## config.mk

```make
export PLATFORM = sky130hd
export DESIGN_NAME = hsid_exec
export DESIGN_NICKNAME = d
export VERILOG_FILES = /design/src/rtl/hsid_pkg.sv /design/src/rtl/hsid_exec.sv
export SDC_FILE = /design/constraint.sdc
export NUM_CORES = 1
export LEC_CHECK = 0
export BUFFER_PORTS_ARGS = -buffer_cell sky130_fd_sc_hd__buf_2
export CAP_MARGIN = 25
export CORE_AREA = 4 4 195 197
export CTS_CLUSTER_DIAMETER = 200
export DETAILED_ROUTE_END_ITERATION = 6
export DIE_AREA = 0 0 199 201
export PLACE_DENSITY_LB_ADDON = 0.15
export SLEW_MARGIN = 20
export SYNTH_ARGS = -nofsm -noshare
export SYNTH_HDL_FRONTEND = slang
export SYNTH_SLANG_ARGS = --single-unit
export TNS_END_PERCENT = 30
```

## constraint.sdc

```tcl
create_clock -name clock -period 6.4 [get_ports clock]
set_clock_uncertainty 0.15 [all_clocks]
set_input_delay 1.92 -clock clock [delete_from_list [all_inputs] [get_ports clock]]
set_output_delay 1.92 -clock clock [all_outputs]
set_load 0.01 [all_outputs]
```

## src/rtl/hsid_pkg.sv

```systemverilog
`default_nettype none
package hsid_pkg;
  // Descriptor word 0.
  localparam int EPNUM_LSB_POS  = 31;
  localparam int MULT_LSB       = 29;
  localparam int MULT_W         = 2;
  localparam int MAXPKT_LSB     = 18;
  localparam int MAXPKT_W       = 11;
  localparam int XFER_LSB       = 3;
  localparam int VALID_POS      = 0;
  // Descriptor word 1.
  localparam int EPNUM_HI_LSB   = 32;
  localparam int FUNC_ADDR_LSB  = 35;
  localparam int FUNC_ADDR_W    = 7;
  localparam int TOKEN_LSB      = 42;
  localparam int TOKEN_W        = 2;
  localparam int KIND_LSB       = 44;
  localparam int SPLIT_POS      = 46;
  // Descriptor word 2.
  localparam int PERIOD_LSB     = 3;
  localparam int PERIOD_W       = 5;
  localparam int START_LSB      = 8;
  localparam int START_W        = 16;
  // Descriptor word 3.
  localparam int BYTES_LSB      = 32;
  localparam int BYTES_W        = 15;
  localparam int CERR_LSB       = 55;
  localparam int CERR_W         = 2;
  localparam int TOGGLE_POS     = 57;
  localparam int HALT_POS       = 62;
  localparam int ACTIVE_POS     = 63;
  // Descriptor word 4.
  localparam int MASK_LSB       = 0;
  localparam int UFRAMES        = 8;
  localparam int STATUS_LSB     = 8;
  localparam int STATUS_W       = 3;
  localparam int ST_XACT_ERR    = 0;
  localparam int ST_BABBLE      = 1;
  localparam int ST_UNDERRUN    = 2;
  // Token, endpoint kind and multiplier codes.
  localparam logic [1:0] TOKEN_OUT = 2'h0;
  localparam logic [1:0] TOKEN_IN  = 2'h1;
  localparam logic [1:0] KIND_INT  = 2'h3;
  localparam logic [1:0] MULT_UNDEF = 2'h0;
  // Processor window base and word size of the payload memory.
  localparam logic [31:0] MEM_CPU_BASE = 32'h0000_0400;
  localparam int          MEM_WORD_SHIFT = 3;

  typedef enum logic [1:0] {HSID_IDLE, HSID_ISSUE, HSID_WAIT, HSID_WRITE} hsid_state_t;

  // Converts a processor byte address to a payload memory word address.
  function automatic logic [15:0] hsid_cpu_to_word(input logic [31:0] cpu_addr);
    logic [31:0] off;
    off = (cpu_addr - MEM_CPU_BASE) >> MEM_WORD_SHIFT;
    return off[15:0];
  endfunction
endpackage
`default_nettype wire

```

## src/rtl/hsid_exec.sv

```systemverilog
`default_nettype none
// What this block does
// - Status bit0 error, bit1 babble, bit2 underrun.
// - Eight status fields, microframe 0 at 10:8.
// - Issue only on matching frame with mask set.
// - Hardware sets halt flag when halted.
// - Toggle loaded by software, next value written back.
// - Two-bit error counter, software writable.
// - Write back bytes moved, fifteen bits.
// - Payload start is memory word address.
// - Period is two to the b frames, b the top set bit.
// - Bit 46 selects plain or split transaction.
// - Token 00 is OUT, 01 is IN.
// - Seven-bit function address targets the device.
// - Endpoint number from bits 34:32 and 31.
// - Clear valid when finished or fatal error.
// - Multiplier gives packets per execution.
module hsid_exec (
  input  wire logic        clock,
  input  wire logic        rst,
  input  wire logic        desc_load,
  input  wire logic [63:0] desc_dw0,
  input  wire logic [63:0] desc_dw1,
  input  wire logic [63:0] desc_dw2,
  input  wire logic [63:0] desc_dw3,
  input  wire logic [63:0] desc_dw4,
  input  wire logic        mask_set,
  input  wire logic [7:0]  mask_set_bits,
  input  wire logic        uframe_start,
  input  wire logic [10:0] frame_number,
  input  wire logic [2:0]  uframe_index,
  input  wire logic        txn_done,
  input  wire logic        txn_error,
  input  wire logic        txn_babble,
  input  wire logic        txn_underrun,
  input  wire logic [10:0] txn_bytes,
  output logic             txn_req,
  output logic             txn_token_in,
  output logic             txn_split,
  output logic [6:0]       txn_func_addr,
  output logic [3:0]       txn_endpoint,
  output logic             txn_toggle,
  output logic [15:0]      txn_mem_word,
  output logic [10:0]      txn_len,
  output logic             desc_valid,
  output logic             wb_strobe,
  output logic [63:0]      wb_dw3,
  output logic [31:0]      wb_dw4
);
  localparam int NS = hsid_pkg::UFRAMES * hsid_pkg::STATUS_W;
  hsid_pkg::hsid_state_t st_q, st_d;
  logic [1:0]   token_q, token_d;
  logic         split_q, split_d;
  logic [6:0]   faddr_q, faddr_d;
  logic [3:0]   ep_q, ep_d;
  logic [15:0]  start_q, start_d;
  logic [4:0]   period_q, period_d;
  logic [1:0]   mult_q, mult_d;
  logic [10:0]  maxpkt_q, maxpkt_d;
  logic [14:0]  xfer_q, xfer_d;
  logic [7:0]   mask_q, mask_d;
  logic [NS-1:0] status_q, status_d;
  logic         toggle_q, toggle_d;
  logic [1:0]   cerr_q, cerr_d;
  logic [14:0]  bytes_q, bytes_d;
  logic         halt_q, halt_d;
  logic         active_q, active_d;
  logic         valid_q, valid_d;
  logic [2:0]   uf_q, uf_d;
  logic [1:0]   pkt_q, pkt_d;
  logic         req_q, req_d;
  logic [15:0]  mword_q, mword_d;
  logic [10:0]  len_q, len_d;
  logic         wb_q, wb_d;
  logic [2:0]   res_q, res_d;

  ////////////////////////////////////////////////////////////////////////////
  // Frame match and helpers.

  logic [4:0]  phase_mask;
  logic        frame_hit;
  logic [14:0] remain;
  logic [1:0]  mult_eff;

  // The highest set bit of the period field marks the period in frames and the
  // bits below it the phase; a zero field means every frame.
  always_comb begin
    phase_mask = 5'h00;
    for (int i = 0; i < hsid_pkg::PERIOD_W; i++) begin
      if (period_q[i]) begin
        phase_mask = 5'((6'h01 << i) - 6'h01);
      end
    end
    frame_hit = ((frame_number[4:0] ^ period_q) & phase_mask) == 5'h00;
    remain    = xfer_q - bytes_q;
    mult_eff  = (mult_q == hsid_pkg::MULT_UNDEF) ? 2'h1 : mult_q;
  end

  ////////////////////////////////////////////////////////////////////////////
  // Next-state logic.

  always_comb begin
    logic [2:0]  res;
    logic [14:0] nbytes;
    logic        more;
    res     = 3'h0;
    nbytes  = 15'h0000;
    more    = 1'b0;
    st_d    = st_q;
    token_d = token_q;
    split_d = split_q;
    faddr_d = faddr_q;
    ep_d    = ep_q;
    start_d = start_q;
    period_d = period_q;
    mult_d  = mult_q;
    maxpkt_d = maxpkt_q;
    xfer_d  = xfer_q;
    mask_d  = mask_q;
    status_d = status_q;
    toggle_d = toggle_q;
    cerr_d  = cerr_q;
    bytes_d = bytes_q;
    halt_d  = halt_q;
    active_d = active_q;
    valid_d = valid_q;
    uf_d    = uf_q;
    pkt_d   = pkt_q;
    req_d   = 1'b0;
    mword_d = mword_q;
    len_d   = len_q;
    wb_d    = 1'b0;
    res_d   = res_q;
    unique case (st_q)
      hsid_pkg::HSID_IDLE: begin
        // A descriptor is taken only while no execution is in flight.
        if (desc_load) begin
          ep_d    = {desc_dw1[hsid_pkg::EPNUM_HI_LSB +: 3],
                     desc_dw0[hsid_pkg::EPNUM_LSB_POS]};
          faddr_d = desc_dw1[hsid_pkg::FUNC_ADDR_LSB +: hsid_pkg::FUNC_ADDR_W];
          token_d = desc_dw1[hsid_pkg::TOKEN_LSB +: hsid_pkg::TOKEN_W];
          split_d = desc_dw1[hsid_pkg::SPLIT_POS];
          start_d = desc_dw2[hsid_pkg::START_LSB +: hsid_pkg::START_W];
          period_d = desc_dw2[hsid_pkg::PERIOD_LSB +: hsid_pkg::PERIOD_W];
          mult_d  = desc_dw0[hsid_pkg::MULT_LSB +: hsid_pkg::MULT_W];
          maxpkt_d = desc_dw0[hsid_pkg::MAXPKT_LSB +: hsid_pkg::MAXPKT_W];
          xfer_d  = desc_dw0[hsid_pkg::XFER_LSB +: hsid_pkg::BYTES_W];
          valid_d = desc_dw0[hsid_pkg::VALID_POS];
          active_d = desc_dw3[hsid_pkg::ACTIVE_POS];
          halt_d  = 1'b0;
          toggle_d = desc_dw3[hsid_pkg::TOGGLE_POS];
          cerr_d  = desc_dw3[hsid_pkg::CERR_LSB +: hsid_pkg::CERR_W];
          bytes_d = 15'h0000;
          mask_d  = desc_dw4[hsid_pkg::MASK_LSB +: hsid_pkg::UFRAMES];
          status_d = desc_dw4[hsid_pkg::STATUS_LSB +: NS];
        end else if (uframe_start && valid_q && frame_hit && mask_q[uframe_index]) begin
          uf_d  = uframe_index;
          pkt_d = 2'h0;
          res_d = 3'h0;
          if (token_q != hsid_pkg::TOKEN_OUT && token_q != hsid_pkg::TOKEN_IN) begin
            // An unusable token cannot be sent, so the descriptor is retired halted.
            halt_d   = 1'b1;
            valid_d  = 1'b0;
            active_d = 1'b0;
            wb_d     = 1'b1;
          end else begin
            st_d = hsid_pkg::HSID_ISSUE;
          end
        end
      end
      hsid_pkg::HSID_ISSUE: begin
        req_d   = 1'b1;
        mword_d = start_q + 16'(bytes_q >> hsid_pkg::MEM_WORD_SHIFT);
        len_d   = (remain < 15'(maxpkt_q)) ? remain[10:0] : maxpkt_q;
        st_d    = hsid_pkg::HSID_WAIT;
      end
      hsid_pkg::HSID_WAIT: begin
        if (txn_done) begin
          res[hsid_pkg::ST_XACT_ERR] = txn_error;
          res[hsid_pkg::ST_BABBLE]   = txn_babble && (token_q == hsid_pkg::TOKEN_IN);
          res[hsid_pkg::ST_UNDERRUN] = txn_underrun && (token_q == hsid_pkg::TOKEN_OUT);
          res_d = res_q | res;
          if (res[hsid_pkg::ST_XACT_ERR]) begin
            // A zero counter means errors are not counted.
            if (cerr_q != 2'h0) begin
              cerr_d = cerr_q - 2'h1;
              halt_d = (cerr_q == 2'h1);
            end
          end else begin
            nbytes   = bytes_q + 15'(txn_bytes);
            bytes_d  = nbytes;
            toggle_d = ~toggle_q;
            more     = (pkt_q + 2'h1 < mult_eff) && (nbytes < xfer_q)
                       && (txn_bytes == len_q);
          end
          if (res[hsid_pkg::ST_BABBLE]) begin
            halt_d = 1'b1;
          end
          pkt_d = pkt_q + 2'h1;
          st_d  = (more && !res[hsid_pkg::ST_BABBLE]) ? hsid_pkg::HSID_ISSUE
                                                       : hsid_pkg::HSID_WRITE;
        end
      end
      hsid_pkg::HSID_WRITE: begin
        status_d[uf_q*hsid_pkg::STATUS_W +: hsid_pkg::STATUS_W] = res_q;
        mask_d[uf_q] = 1'b0;
        if (halt_q || bytes_q >= xfer_q || (mask_q & ~(8'h01 << uf_q)) == 8'h00) begin
          valid_d  = 1'b0;
          active_d = 1'b0;
        end
        wb_d = 1'b1;
        st_d = hsid_pkg::HSID_IDLE;
      end
    endcase
    // A software mask set in the same cycle as a hardware clear wins.
    if (mask_set) begin
      mask_d = mask_d | mask_set_bits;
    end
  end

  ////////////////////////////////////////////////////////////////////////////
  // State registers.

  always_ff @(posedge clock or posedge rst) begin
    if (rst) begin
      st_q     <= hsid_pkg::HSID_IDLE;
      token_q  <= 2'h0;
      split_q  <= 1'b0;
      faddr_q  <= 7'h00;
      ep_q     <= 4'h0;
      start_q  <= 16'h0000;
      period_q <= 5'h00;
      mult_q   <= 2'h0;
      maxpkt_q <= 11'h000;
      xfer_q   <= 15'h0000;
      mask_q   <= 8'h00;
      status_q <= '0;
      toggle_q <= 1'b0;
      cerr_q   <= 2'h0;
      bytes_q  <= 15'h0000;
      halt_q   <= 1'b0;
      active_q <= 1'b0;
      valid_q  <= 1'b0;
      uf_q     <= 3'h0;
      pkt_q    <= 2'h0;
      req_q    <= 1'b0;
      mword_q  <= 16'h0000;
      len_q    <= 11'h000;
      wb_q     <= 1'b0;
      res_q    <= 3'h0;
    end else begin
      st_q     <= st_d;
      token_q  <= token_d;
      split_q  <= split_d;
      faddr_q  <= faddr_d;
      ep_q     <= ep_d;
      start_q  <= start_d;
      period_q <= period_d;
      mult_q   <= mult_d;
      maxpkt_q <= maxpkt_d;
      xfer_q   <= xfer_d;
      mask_q   <= mask_d;
      status_q <= status_d;
      toggle_q <= toggle_d;
      cerr_q   <= cerr_d;
      bytes_q  <= bytes_d;
      halt_q   <= halt_d;
      active_q <= active_d;
      valid_q  <= valid_d;
      uf_q     <= uf_d;
      pkt_q    <= pkt_d;
      req_q    <= req_d;
      mword_q  <= mword_d;
      len_q    <= len_d;
      wb_q     <= wb_d;
      res_q    <= res_d;
    end
  end

  ////////////////////////////////////////////////////////////////////////////
  // Outputs, all taken from registers.

  assign txn_req       = req_q;
  assign txn_token_in  = (token_q == hsid_pkg::TOKEN_IN);
  assign txn_split     = split_q;
  assign txn_func_addr = faddr_q;
  assign txn_endpoint  = ep_q;
  assign txn_toggle    = toggle_q;
  assign txn_mem_word  = mword_q;
  assign txn_len       = len_q;
  assign desc_valid    = valid_q;
  assign wb_strobe     = wb_q;
  assign wb_dw3 = {active_q, halt_q, 4'h0, toggle_q, cerr_q, 8'h00, bytes_q, 32'h0000_0000};
  assign wb_dw4 = {status_q, mask_q};
endmodule // hsid_exec
`default_nettype wire

```

==> results.json <==
{
  "status": "complete, no violations",
  "fin_crit_sh_pct": 91.3,
  "cts.htree.levels": 4,
  "synth_xor_area_share_pct": 4.11,
  "muxShareOfSynthArea_pct": 11.0,
  "fp.dieH_um": 201,
  "synthesis.area_um2": 10000,
  "synth_top_family_by_area": "compound AO/OA/AOI/OAI gates",
  "cts_tree": "built",
  "cp_max_fo": 2,
  "synth_compound_area_share_pct": 16.6,
  "min_from": "txn_mem_word[11]",
  "antenna_found_initial": 2,
  "dieArea_um2": 40000,
  "synth-seq-cells": 155,
  "synthArstFlopShare_pct": 100,
  "wl_per_cell_um": 17.5,
  "yosysWarnings": 0,
  "grt_overflow": 0,
  "seqPwrFrac_pct": 27.1,
  "grt_max_degree": 85,
  "finalPower_mw": 7.05,
  "reg2reg_depth": 18,
  "drc": 0,
  "syn_to_final_growth_pct": 21.8,
  "slew-limit-headroom_pct": 43.8,
  "r2r_setup_slack_ps": 1410,
  "vias_per_cell": 4.71,
  "io_buffers": 230,
  "reg2reg_from": "xfer_q[0]",
  "worstHoldPathCells": 2,
  "hold_buffers": 0,
  "clock_power_share_pct": 16.6,
  "netlist_instances": 1040,
  "first_pass_iters": 6,
  "rsz0062_at_grt": "no",
  "max_stage_delay_ps": 450,
  "vdd_drop_max_mv": 0.247,
  "synthAdderAreaFrac_pct": 9.97,
  "crit_arrival_ps": 6020,
  "clk_latency_ps": 460,
  "synth_enable_flop_cells": 0,
  "final_max_slew_viol_count": 0,
  "cts_buffers": 17,
  "postCtsSetupRepairBufs": 0,
  "root_buffer": "clkbuf_16",
  "initial_core_util_pct": 27.6,
  "yosysSeqAreaShare_pct": 38.7,
  "cp-start-kind": "input port",
  "worst_pin_slew_ps": 843,
  "path_class": "input port to flop",
  "routed_wl_mm": 30.5,
  "layout-drive-gt1-share_pct": 29.1,
  "synthSimpleGateAreaFrac_pct": 11.0,
  "fin_nets": 1701,
  "post-dp-hpwl_mm": 23.5,
  "post-route-util_pct": 33.6,
  "hold_viol_final": 0,
  "ioPinCount": 502,
  "finalWeightedCongestion": 0.819,
  "synth_cell_types": 65,
  "yosysTopAreaCellShare_pct": 38.7,
  "first_iter_violations": 384,
  "max_clock_freq_mhz": 171,
  "clk_path_buf_depth": 2,
  "drtAntennaViolNets": 0,
  "endpoint_kind": "flop",
  "vias": 8215,
  "combPwrFrac_pct": 56.2,
  "synth_flop_cell": "dfrtp_1",
  "worst_r2r_endpoint": "txn_len[7]",
  "grt_pass1_vias": 8284,
  "power.net_switching_mw": 3.10,
  "finalCriticalPeriod_ps": 5840,
  "setup_viol": 0,
  "rows": 70,
  "cts_resized": 0,
  "setup_slack_ps": 558,
  "power.density_nw_per_um2": 578,
  "die_x_um": 199,
  "drv_cap": 0,
  "min_path_type": "flop to flop",
  "gr-usage-all-layers_pct": 15.3,
  "core_um2": 36300,
  "p_leak_nw": 5.89,
  "clkSlewWorstSetupHoldPaths_ps": 70,
  "worst_hold_path.endpoint": "txn_mem_word[11]",
  "crit_buf_inv": 4,
  "crit_family": "compound AO/OA/AOI/OAI gates",
  "clock_sinks": 155,
  "grt_pass1_wl_mm": 47.5,
  "swShare_pct": 44.0,
  "power.internal_mw": 3.95,
  "cp_slowest_cell": "a2111oi_0",
  "synthTopCellsByArea": "dfrtp_1, ha_1, mux2_2, a21oi_1, buf_4",
  "place_ws_ps": 95.7,
  "crit_chain": "buf_2, ha_1, fa_1, a21o_1, a21oi_1, o21ai_0, a2111oi_0, buf_4, or2_2, o21ai_0, xnor2_1, ha_1, a21o_1, a21o_1, a221oi_1, buf_4, nand4_1, o21ai_0, buf_4, a31oi_1",
  "required_ps": 6580,
  "finalSetupTns_ps": 0,
  "syn_avg_cell_area_um2": 9.63,
  "synth_top_area_cell": "dfrtp_1"
}
==> sequential cells by signal, summed over array words and instances, names as in the netlist, 4 cells and up <==
name,flops
mask_q,8
status_q,24
txn_func_addr,7
txn_endpoint,4
period_q,5
start_q,16
bytes_q,15
txn_len,11
xfer_q,15
maxpkt_q,11
txn_mem_word,16
==> cell usage after synthesis, drive strengths merged (3+ instances only) <==
| cell | n |
|---|---|
| nand3 | 16 |
| o21bai | 3 |
| nor2 | 89 |
| and3 | 5 |
| ha | 75 |
| nor4 | 3 |
| a221oi | 4 |
| nor2b | 23 |
| a222oi | 19 |
| and2 | 6 |
| mux2 | 80 |
| nand2 | 52 |
| inv | 92 |
| dfrtp | 155 |
| a22o | 15 |
| xnor2 | 28 |
| clkbuf | 35 |
| a2111oi | 3 |
| buf | 50 |
| a21oi | 82 |
| nand4 | 6 |
| xor2 | 19 |
| fa | 3 |
| or2 | 4 |
| o211ai | 5 |
| a31oi | 6 |
| nor3b | 3 |
| mux2i | 16 |
| nand2b | 9 |
| nor3 | 7 |
| a21o | 15 |
| o21ai | 58 |
| o21a | 8 |
| o31ai | 11 |
==> worst max path at each step <==
stage                            start  endpoint  slack [ps]  cells past startpoint
after floorplan                    rst  active_q         150                      1
after global placement    txn_bytes[0]   st_q[1]          70                     20
after detailed placement  txn_bytes[0]   st_q[1]         100                     20
after CTS                 txn_bytes[0]   st_q[1]         560                     20
after global routing      txn_bytes[0]   st_q[1]         130                     19
final                     txn_bytes[0]   st_q[1]         560                     20
==> layout by cell type, fill, tap and decap left out, types with 16 or more instances in the layout <==
cell | netlist | layout
inv_1 | 92 | 91
a21oi_1 | 82 | 82
xnor2_1 | 28 | 28
nand3_1 | 16 | 16
mux2_2 | 80 | 80
ha_1 | 75 | 75
conb_1 | 1 | 44
buf_2 | 0 | 230
o21ai_0 | 57 | 57
nand2_1 | 52 | 51
nor2_1 | 89 | 89
xor2_1 | 19 | 19
dfrtp_1 | 155 | 155
nor2b_1 | 22 | 22
a222oi_1 | 19 | 19
clkbuf_16 | 0 | 17
==> stage by stage <==
step	instances	hold WS (ps)	instance area, um^2
2_1_floorplan	1083	324	10200
3_3_place_gp	1708	314	11500
3_5_place_dp	1708	320	11500
4_1_cts	1740	339	12200
5_1_grt	1742	364	12200
6_report	1743	332	12200
==> power groups by stage <==
stage | Clock (mW) | Combinational, mW | Sequential, mW
final | 1.17 | 3.96 | 1.91
after global routing | 1.25 | 4.52 | 2.00
after CTS | 1.21 | 4.02 | 1.93
after detailed placement | 0 | 3.99 | 1.95
after global placement | 0 | 3.96 | 1.94
after floorplan | 0 | 2.81 | 1.90
==> cell type report <==
cell class | instances | area, um^2
Clock inverter | 10 | 188
Fill cell | 3886 | 24100
Inverter | 93 | 354
Tap cell | 468 | 586
Clock buffer | 22 | 474
Multi-Input combinational cell | 750 | 5450
Sequential cell | 155 | 3880
Timing Repair Buffer | 244 | 1260
Antenna cell | 1 | 2.50
==> routing by layer <==
layer / GRT usage (%) / wire length, um / up-vias
li1: - / - / 4025
met1: 20.3 / 14000 / 3930
met2: 24.6 / 14200 / 232
met3: 4.26 / 1920 / 24
met4: 3.64 / 314 / 4
met5: 0 / 30 / -
==> worst reg2reg max path, stage by stage, from the launching register on <==
cell and delay [ps]:
dfrtp_1 390, inv_1 60, ha_1 200, inv_1 70, fa_1 430, a211oi_1 330
o211ai_1 220, a31oi_1 370, xnor2_1 200, ha_1 300, a21oi_1 140, o21ai_0 160
nor4b_1 360, o21a_1 190, o22ai_1 130, a2111oi_4 460, buf_4 290, mux2i_1 310
a21oi_1 110
==> cells by family (layout without fill, tap and decap cells) <==
kind of cell             after synthesis  in the layout
flip-flops                           155            155
XOR/XNOR                              47             47
AND/OR/NAND/NOR                      231            231
AO/OA/AOI/OAI                        252            252
adder cells (fa/ha/maj)               78             78
multiplexers                          98             98
other                                  1             45
buffers and inverters                178            369
Note: power is estimated with default switching activity, not from simulation.
